[src/logic/ddr_mode_defines.vh]
// constants for the mode-register configuration block
`ifndef DDR_MODE_DEFINES_VH
`define DDR_MODE_DEFINES_VH
// command encodings {cs_n, ras_n, cas_n, we_n}
`define CMD_LOAD_MODE      4'h0
`define CMD_READ           4'h5
`define CMD_WRITE          4'h4
`define CMD_REFRESH        4'h1
// bank selects
`define SEL_BASE           2'h0
`define SEL_EXT            2'h1
// base register fields
`define BL_LSB             0
`define BL_MSB             2
`define BT_BIT             3
`define RL_LSB             4
`define RL_MSB             6
`define OP_LSB             7
`define OP_MSB             12
`define DLL_RST_BIT        8
// extended register fields
`define EXT_DLL_DIS_BIT    0
`define EXT_DRIVE_BIT      1
// burst length codes
`define BL_CODE_2          3'h1
`define BL_CODE_4          3'h2
`define BL_CODE_8          3'h3
// read latency codes (half-clock units: 4, 5, 6)
`define RL_CODE_2          3'h2
`define RL_CODE_3          3'h3
`define RL_CODE_25         3'h6
// operating mode codes
`define OP_NORMAL          6'h00
`define OP_DLL_RESET       6'h02
// reset values
`define BASE_RESET         13'h0000
`define EXT_RESET          13'h0000
// dll lock wait
`define DLL_LOCK_CYCLES    200
`endif

[src/logic/burst_order_gen.v]
// burst column order generator
`default_nettype none
module burst_order_gen (
  // burst setup
  input  wire [2:0] start_offset,
  input  wire [2:0] length_mask,
  input  wire       burst_order_select_bit,
  input  wire [2:0] beat,
  // resulting offset
  output wire [2:0] offset
);
  wire [2:0] seq_offset;
  wire [2:0] int_offset;
  // sequential adds modulo length, interleaved xors the count
  assign seq_offset = (start_offset + beat) & length_mask;
  assign int_offset = (start_offset ^ beat) & length_mask;
  assign offset     = burst_order_select_bit ? int_offset : seq_offset;
endmodule // burst_order_gen
`default_nettype wire

[src/logic/read_latency_pipe.v]
// read latency delay line in half-clock units
`default_nettype none
module read_latency_pipe #(
  parameter DEPTH = 8
) (
  // clock and reset
  input  wire       clk,
  input  wire       rst_n,
  // launch
  input  wire       launch,
  input  wire [2:0] half_clocks,
  // result
  output reg        due_full,
  output reg        due_half
);
  reg [DEPTH-1:0] shift;
  always @(posedge clk) begin
    if (!rst_n) begin
      shift <= {DEPTH{1'b0}};
    end else begin
      shift <= {shift[DEPTH-2:0], launch};
    end
  end
  // the half-clock setting lands half a clock late, flagged as half
  always @* begin
    due_full = 1'b0;
    due_half = 1'b0;
    case (half_clocks)
      3'h4: due_full = shift[1];
      3'h5: due_half = shift[2];
      3'h6: due_full = shift[2];
      default: due_full = 1'b0;
    endcase
  end
endmodule // read_latency_pipe
`default_nettype wire

[src/logic/ddr_mode_config.v]
// mode and extended mode register configuration of the ddr device
// Summary of operation
// load mode with banks 00 writes base
// base holds; dll reset bit self-clears
// rewrite never touches array contents
// controller writes only when idle
// fields: length, type, latency, mode
// lengths 2, 4, 8 for reads, writes
// upper column bits pick aligned block
// sequential adds, interleaved xors offset
// first data at edge n plus m
// controller picks latency for its frequency
// controller avoids reserved codes
// mode zero selects normal operation
// mode 000010 starts dll reset
// follow dll reset with normal write
// controller writes only defined mode codes
// banks 01 write the extended register
// enable dll then reset via base
// extended write only when idle
// controller keeps dll enabled
// self-refresh exit enables dll
// wait 200 cycles before read
// address carries op-code, other selects reserved
// wait counted from enabling command
`default_nettype none
`include "ddr_mode_defines.vh"
module ddr_mode_config #(
  parameter COL_WIDTH = 10
) (
  // clock and reset
  input  wire                 clk,
  input  wire                 rst_n,
  // command pins
  input  wire                 cs_n,
  input  wire                 ras_n,
  input  wire                 cas_n,
  input  wire                 we_n,
  input  wire                 cke,
  input  wire [1:0]           bank_sel,
  input  wire [12:0]          addr,
  // configuration seen by the burst and data logic
  output reg  [12:0]          burst_latency_operating_register,
  output reg  [12:0]          ext_mode,
  output reg  [2:0]           burst_length,
  output reg                  burst_order_select_bit,
  output reg  [2:0]           read_latency_setting,
  output reg                  dll_enabled,
  output reg                  dll_reset_pulse,
  output reg                  dll_locked,
  output reg                  config_error,
  // burst sequencing
  output reg                  burst_active,
  output reg                  burst_is_read,
  output reg  [COL_WIDTH-1:0] burst_col,
  output reg                  read_data_due,
  output reg                  read_data_half
);
  // pins come from outside this clock domain: two-flop synchronisers
  // reset values decode as deselect, so reset release never fakes a command
  reg        cs_n_meta;
  reg        cs_n_sync;
  reg        ras_n_meta;
  reg        ras_n_sync;
  reg        cas_n_meta;
  reg        cas_n_sync;
  reg        we_n_meta;
  reg        we_n_sync;
  reg [1:0]  sel_meta;
  reg [1:0]  sel_sync;
  reg [12:0] addr_meta;
  reg [12:0] addr_sync;
  always @(posedge clk) begin
    if (!rst_n) begin
      cs_n_meta  <= 1'b1;
      cs_n_sync  <= 1'b1;
      ras_n_meta <= 1'b1;
      ras_n_sync <= 1'b1;
      cas_n_meta <= 1'b1;
      cas_n_sync <= 1'b1;
      we_n_meta  <= 1'b1;
      we_n_sync  <= 1'b1;
      sel_meta   <= 2'h0;
      sel_sync   <= 2'h0;
      addr_meta  <= 13'h0000;
      addr_sync  <= 13'h0000;
    end else begin
      cs_n_meta  <= cs_n;
      cs_n_sync  <= cs_n_meta;
      ras_n_meta <= ras_n;
      ras_n_sync <= ras_n_meta;
      cas_n_meta <= cas_n;
      cas_n_sync <= cas_n_meta;
      we_n_meta  <= we_n;
      we_n_sync  <= we_n_meta;
      sel_meta   <= bank_sel;
      sel_sync   <= sel_meta;
      addr_meta  <= addr;
      addr_sync  <= addr_meta;
    end
  end

  // cke has a third stage for edges; reset to its idle high level, so no false edge
  reg        cke_meta;
  reg        cke_sync;
  reg        cke_prev;
  always @(posedge clk) begin
    if (!rst_n) begin
      cke_meta <= 1'b1;
      cke_sync <= 1'b1;
      cke_prev <= 1'b1;
    end else begin
      cke_meta <= cke;
      cke_sync <= cke_meta;
      cke_prev <= cke_sync;
    end
  end

  wire [3:0]  cmd  = {cs_n_sync, ras_n_sync, cas_n_sync, we_n_sync};
  wire [1:0]  sel  = sel_sync;
  wire [12:0] code = addr_sync;
  wire        load_cmd  = cke_sync && (cmd == `CMD_LOAD_MODE);
  wire        read_cmd  = cke_sync && (cmd == `CMD_READ);
  wire        write_cmd = cke_sync && (cmd == `CMD_WRITE);
  wire        base_load = load_cmd && (sel == `SEL_BASE);
  wire        ext_load  = load_cmd && (sel == `SEL_EXT);

  // refresh with cke falling enters self refresh; cke rising again leaves it
  reg         in_self_refresh;
  wire        sr_exit = in_self_refresh && cke_sync && !cke_prev;

  // decode functions used by the load check and by the burst and read latency logic
  function [2:0] len_mask;
    input [2:0] bl;
    begin
      case (bl)
        `BL_CODE_2: len_mask = 3'h1;
        `BL_CODE_4: len_mask = 3'h3;
        `BL_CODE_8: len_mask = 3'h7;
        default:    len_mask = 3'h0;
      endcase
    end
  endfunction
  function [2:0] half_clocks;
    input [2:0] rl;
    begin
      case (rl)
        `RL_CODE_2:  half_clocks = 3'h4;
        `RL_CODE_25: half_clocks = 3'h5;
        `RL_CODE_3:  half_clocks = 3'h6;
        default:     half_clocks = 3'h0;
      endcase
    end
  endfunction

  wire [5:0] op_field = code[`OP_MSB:`OP_LSB];
  wire       code_ok  = (len_mask(code[`BL_MSB:`BL_LSB]) != 3'h0) &&
                        (half_clocks(code[`RL_MSB:`RL_LSB]) != 3'h0) &&
                        ((op_field == `OP_NORMAL) || (op_field == `OP_DLL_RESET));

  // base register; no path reaches the array, so contents survive
  always @(posedge clk) begin
    if (!rst_n) begin
      burst_latency_operating_register <= `BASE_RESET;
      dll_reset_pulse                  <= 1'b0;
      config_error                     <= 1'b0;
    end else begin
      dll_reset_pulse <= 1'b0;
      if (base_load) begin // see R1
        // dll reset bit is acted on now and never stored  see R2
        burst_latency_operating_register <= code & ~(13'h0001 << `DLL_RST_BIT);
        dll_reset_pulse <= (op_field == `OP_DLL_RESET);
        // reserved codes are stored anyway; flagged for the system  see R11
        config_error <= !code_ok;
      end
    end
  end

  // extended register; the two reserved bank selects are ignored
  always @(posedge clk) begin
    if (!rst_n) begin
      ext_mode <= `EXT_RESET;
    end else if (ext_load) begin
      ext_mode <= code;
    end
  end

  // field decode of the held register
  always @* begin
    burst_length           = burst_latency_operating_register[`BL_MSB:`BL_LSB];
    burst_order_select_bit = burst_latency_operating_register[`BT_BIT];
    read_latency_setting   = burst_latency_operating_register[`RL_MSB:`RL_LSB];
  end

  // self refresh entry on refresh with cke falling, exit on cke rising
  always @(posedge clk) begin
    if (!rst_n) begin
      in_self_refresh <= 1'b0;
    end else if ((cmd == `CMD_REFRESH) && !cke_sync && cke_prev) begin
      in_self_refresh <= 1'b1;
    end else if (sr_exit) begin
      in_self_refresh <= 1'b0;
    end
  end

  // dll state: extended bit low enables it, self-refresh exit forces it on
  always @(posedge clk) begin
    if (!rst_n) begin
      dll_enabled <= 1'b0;
    end else if (sr_exit) begin
      dll_enabled <= 1'b1;
    end else if (ext_load) begin
      dll_enabled <= !code[`EXT_DLL_DIS_BIT];
    end
  end

  // lock is informational; counting restarts at the enabling command, at self-refresh exit and at each dll reset  see R21
  wire      dll_restart = sr_exit || dll_reset_pulse ||
                          (ext_load && !code[`EXT_DLL_DIS_BIT] && !dll_enabled);
  reg [7:0] lock_count;
  always @(posedge clk) begin
    if (!rst_n) begin
      dll_locked <= 1'b0;
      lock_count <= 8'h00;
    end else if (dll_restart) begin
      lock_count <= 8'h00;
      dll_locked <= 1'b0;
    end else if (!dll_enabled) begin
      dll_locked <= 1'b0;
    end else if (lock_count != (`DLL_LOCK_CYCLES - 1)) begin
      lock_count <= lock_count + 8'h01;
    end else begin
      dll_locked <= 1'b1;
    end
  end

  // burst sequencing
  wire [2:0] mask = len_mask(burst_length);
  reg  [2:0] beat;
  reg  [2:0] start_off;
  reg  [COL_WIDTH-1:0] block_base;
  wire [2:0] offset;
  burst_order_gen u_order (
    .start_offset           (start_off),
    .length_mask            (mask),
    .burst_order_select_bit (burst_order_select_bit),
    .beat                   (beat),
    .offset                 (offset)
  );
  always @(posedge clk) begin
    if (!rst_n) begin
      burst_active  <= 1'b0;
      burst_is_read <= 1'b0;
      beat          <= 3'h0;
      start_off     <= 3'h0;
      block_base    <= {COL_WIDTH{1'b0}};
    end else if ((read_cmd || write_cmd) && (mask != 3'h0)) begin
      // aligned block from upper bits, start from the low ones
      burst_active  <= 1'b1;
      burst_is_read <= read_cmd;
      beat          <= 3'h0;
      start_off     <= code[2:0] & mask;
      block_base    <= code[COL_WIDTH-1:0] & ~{{(COL_WIDTH-3){1'b0}}, mask};
    end else if (burst_active) begin
      // one column per beat; length bounds the accesses
      if (beat == mask) begin
        burst_active <= 1'b0;
      end else begin
        beat <= beat + 3'h1;
      end
    end
  end
  always @* begin
    burst_col = block_base | {{(COL_WIDTH-3){1'b0}}, offset};
  end

  // first read data relative to the registered read  see R9
  // the read registers on the edge that starts the burst; data lands m edges on
  wire due_full;
  wire due_half;
  read_latency_pipe #(
    .DEPTH (8)
  ) u_latency (
    .clk         (clk),
    .rst_n       (rst_n),
    .launch      (read_cmd),
    .half_clocks (half_clocks(read_latency_setting)),
    .due_full    (due_full),
    .due_half    (due_half)
  );
  always @(posedge clk) begin
    if (!rst_n) begin
      read_data_due  <= 1'b0;
      read_data_half <= 1'b0;
    end else begin
      read_data_due  <= due_full | due_half;
      read_data_half <= due_half;
    end
  end
endmodule // ddr_mode_config
`default_nettype wire

[config.mk]
export PLATFORM = sky130hd
export DESIGN_NAME = ddr_mode_config
export DESIGN_NICKNAME = d
export VERILOG_FILES = /design/src/logic/burst_order_gen.v /design/src/logic/read_latency_pipe.v /design/src/logic/ddr_mode_config.v
export VERILOG_INCLUDE_DIRS = /design/src /design/src/logic
export SDC_FILE = /design/constraint.sdc
export NUM_CORES = 1
export LEC_CHECK = 0
export BUFFER_PORTS_ARGS = -buffer_cell sky130_fd_sc_hd__buf_4
export CAP_MARGIN = 25
export CORE_MARGIN = 1.5
export CORE_UTILIZATION = 30
export CTS_CLUSTER_SIZE = 14
export DETAILED_ROUTE_END_ITERATION = 10
export GPL_TIMING_DRIVEN = 0
export SYNTH_ARGS = -nofsm -noshare
export SYNTH_HDL_FRONTEND = slang
export SYNTH_SLANG_ARGS = --single-unit
[constraint.sdc]
create_clock -name clk -period 1.4 [get_ports clk]
set_input_delay 0.21 -clock clk [delete_from_list [all_inputs] [get_ports clk]]
set_output_delay 0.21 -clock clk [all_outputs]
set_load 0.01 [all_outputs]
==> flow_metrics.tcl <==
set metrics [dict create \
    clk_root_buffer_cell "clkbuf_16" \
    cp_data_arrival_time_ns 1.74 \
    post_route_cells_drive_above_1_share_pct 35.38 \
    worstPathRequired_ns 1.19 \
    timing.setup.tns_ns -2.140 \
    layout.filler_cells 1161 \
    path_clk_slew_ns 0.07 \
    layout_worst_path_cycle_share_pct 139.4 \
    post_cts_hold_buffer_count 0 \
    rsz0062_at_grt "true" \
    clock_sink_count 102 \
    synth_edf_count 0 \
    worst-r2r-cell-count 5 \
    syn_avg_cell_area_um2 10.13 \
    detailroute.via_count 2748 \
    die-area_um2 12990 \
    total_core_area_um2 12010 \
    io_buffers 71 \
    detailed_place_hpwl_um 5783 \
    synth.net_count 392 \
    yosysUniqueCellTypes 49 \
    source_of_the_worst_hold_timing_path "we_n" \
    clock_path_buffers 2 \
    vias_in_the_first_global_route 2644 \
    post-route-util_pct 42.91 \
    finalHoldWorstSlack_ns 0.04635 \
    reg2reg_setup_slack_ns -0.23 \
    detailed_route_wire_length_um 8271 \
    row_count 40 \
    reg2reg_to "burst_active" \
    ys_seq_elements 102 \
    run_status "complete, but fails checks" \
    postSynth.asyncResetShare_pct 0 \
    tritoncts "done" \
    cts.htree.levels 3 \
    failed_checks "setup timing" \
    height_of_the_chip_um 114.0 \
    finalWeightedCongestion 0.7400 \
    layout-area-overhead-vs-synth_pct 39.44 \
    critical_path.reg2reg.startpoint "beat[1]" \
    worstMarginPinSlew_ns 0.5351 \
    worstHoldPathCells 2 \
    grt_first_pass_wirelength_um 12980 \
    final_period_minus_worst_setup_slack_ns 1.952 \
    final_hold_violation_count 0 \
    power.density_cell_area_nw_per_um2 1101 \
    report.final.slew_viol_count 0 \
    max_stage_delay_ns 0.52 \
    synthFlopType "dfxtp_1" \
    setup.worst_path.start_class "register" \
    slowest_stage "fa_2" \
    static_leakage_uw 0.002252 \
    netlist_area_um2 3696 \
    cp_class "reg2out" \
    report.final.setup_viol 16 \
    antenna_found_initial 0 \
    yosysSeqAreaShare_pct 55.25 \
    initial_core_utilization_pct 30.77 \
    crit_fanout 2 \
    remaining_antenna_violation_count 0 \
    top_achievable_clock_speed_mhz 512.3 \
    yosys_warnings 0 \
    vdd_ir_drop_max_v 0.0006086 \
    drc 0 \
    globalRouteTotalUtil_pct 12.98 \
    drt-initial-drc-count 91 \
    grt_start_max_net_pins 19 \
    firstDrtPassIters 4 \
    hold-path-endpoint "we_n_meta" \
    finalClockSkew_ns 0.01039 \
    boundaryPins 73 \
    global_route.overflow_total 0 \
    die_w_um 114.0 \
    finish.net_count 494 \
    drt-vias-per-instance 4.439 \
    worstSetupEndpointType "output port" \
    clock_latency_ns 0.34 \
    number_of_cells_produced_by_synthesis 365 \
    tritoncts.num_buffers 9 \
    max_cap_violations 0 \
    detail_route.wl_per_cell_um 13.36 \
    cp_cell_sequence "ha_4 > inv_2 > fa_2 > o21ai_2 > a21o_1 > buf_6" \
    max-slew-margin-rel_pct 64.32 \
    worstHoldPathType "in2reg" \
    antennaDiodeCount 0 \
    finalWorstSetupSlack_ns -0.5521 \
]
[cell usage after synthesis, types with 4 or more instances]
cell      count  area, µm²
nand2_1      30      112.6
ha_1          4      50.05
nor2_1       42      157.7
clkbuf_1     10      37.54
a21oi_1      14      70.07
buf_4        15      112.6
nand4_1       7      43.79
and2_1       36      225.2
inv_1         9      33.78
xor2_1        8      70.07
dfxtp_1     102       2042
nand2b_1     12      75.07
mux2i_1      29      290.3
[worst max-delay path by stage]
stage	startpoint	to	cells after the start
after floorplan	burst_latency_operating_register[1]	beat[2]	4
after global placement	ras_n_sync	lock_count[0]	4
after detailed placement	ras_n_sync	lock_count[5]	4
after CTS	start_off[0]	burst_col[1]	6
after global routing	start_off[0]	burst_col[1]	6
final	start_off[0]	burst_col[1]	6
[placed cells by master (no fill, tap or decap), drive strengths merged, types with 3 or more instances in the layout]
| cell type | count |
|---|---|
| nor2 | 42 |
| nand4 | 7 |
| and2 | 36 |
| buf | 109 |
| o21ai | 4 |
| ha | 4 |
| nand2 | 30 |
| clkbuf | 21 |
| a21oi | 14 |
| nand2b | 12 |
| dfxtp | 102 |
| inv | 11 |
| mux2i | 29 |
| xor2 | 8 |
| nor3 | 3 |
[registers in the layout, indices dropped and copies added, names as in the netlist, 2 cells and up]
| signal | flops |
|---|---|
| lock_count | 8 |
| burst_latency_operating_register | 12 |
| sel | 2 |
| block_base | 10 |
| addr_sync | 13 |
| u_latency.shift | 3 |
| start_off | 3 |
| beat | 3 |
| sel_meta | 2 |
| ext_mode | 13 |
| addr_meta | 13 |
[repair_timing]
| action | 4_1_cts | 5_1_grt |
|---|---|---|
| endpoints found under the setup margin | 53 | 49 |
| setup buffers | 11 | 8 |
| gates resized for setup | 29 | 34 |
| gates cloned | 0 | 2 |
| pin swaps | 13 | 8 |
[per-stage QoR]
stage               worst slack (ns)  total power (µW)  instance area (µm²)  instances
finish                       -0.5521              5673                 5154        619
global route                 -0.6062              5900                 5154        619
CTS                          -0.5646              5750                 4943        610
detailed placement           -0.3998              3206                 4461        583
global placement             -0.3873              3203                 4461        583
floorplan                    -0.1235              3122                 3744        365
[layer usage]
| metal | vias to the layer above | global-route usage [%] | part of all wire (%) |
|---|---|---|---|
| li1 | 1404 | - | - |
| met1 | 1278 | 16.22 | 46 |
| met2 | 55 | 20.88 | 48 |
| met3 | 11 | 3.879 | 4.3 |
| met4 | 0 | 5.500 | 1.7 |
| met5 | - | 0 | 0 |
[cell type report]
class | instances | area, µm² | share of cell area [%]
sequential | 102 | 2069 | 40.16
multi-input combinational | 225 | 1597 | 30.98
timing repair buffer | 91 | 744.5 | 14.45
clock buffer | 10 | 229.0 | 4.443
buffer | 29 | 219.0 | 4.249
tap | 147 | 183.9 | 3.569
clock inverter | 6 | 77.57 | 1.505
inverter | 9 | 33.78 | 0.6555
[logic make-up (layout without fill, tap and decap cells)]
family | after synthesis | in the layout | share of synthesized area, %
adder cells (fa/ha/maj) | 5 | 5 | 1.896
AO/OA/AOI/OAI | 36 | 36 | 7.007
buffers and inverters | 38 | 145 | 5.484
flip-flops | 102 | 102 | 55.25
XOR/XNOR | 9 | 9 | 2.133
AND/OR/NAND/NOR | 145 | 145 | 20.28
other | 1 | 1 | 0.1015
multiplexers | 29 | 29 | 7.854
[report_power, final]
| group | total, µW | internal, µW | switching, µW | leakage, µW |
|---|---|---|---|---|
| clock network | 2540 | 1420 | 1120 | 0.000147 |
| registers | 2980 | 2940 | 33.1 | 0.000836 |
| logic | 161 | 84.3 | 76.5 | 0.00127 |
| total | 5670 | 4450 | 1230 | 0.00225 |
[critical path: cells and delay by family (launching register included)]
family / cells / cell delay, ns
AO/OA/AOI/OAI: 2 / 0.24
adder cells (fa/ha/maj): 2 / 0.64
flip-flops: 1 / 0.37
buffers and inverters: 2 / 0.15
Note: power is estimated with default switching activity, not from simulation.
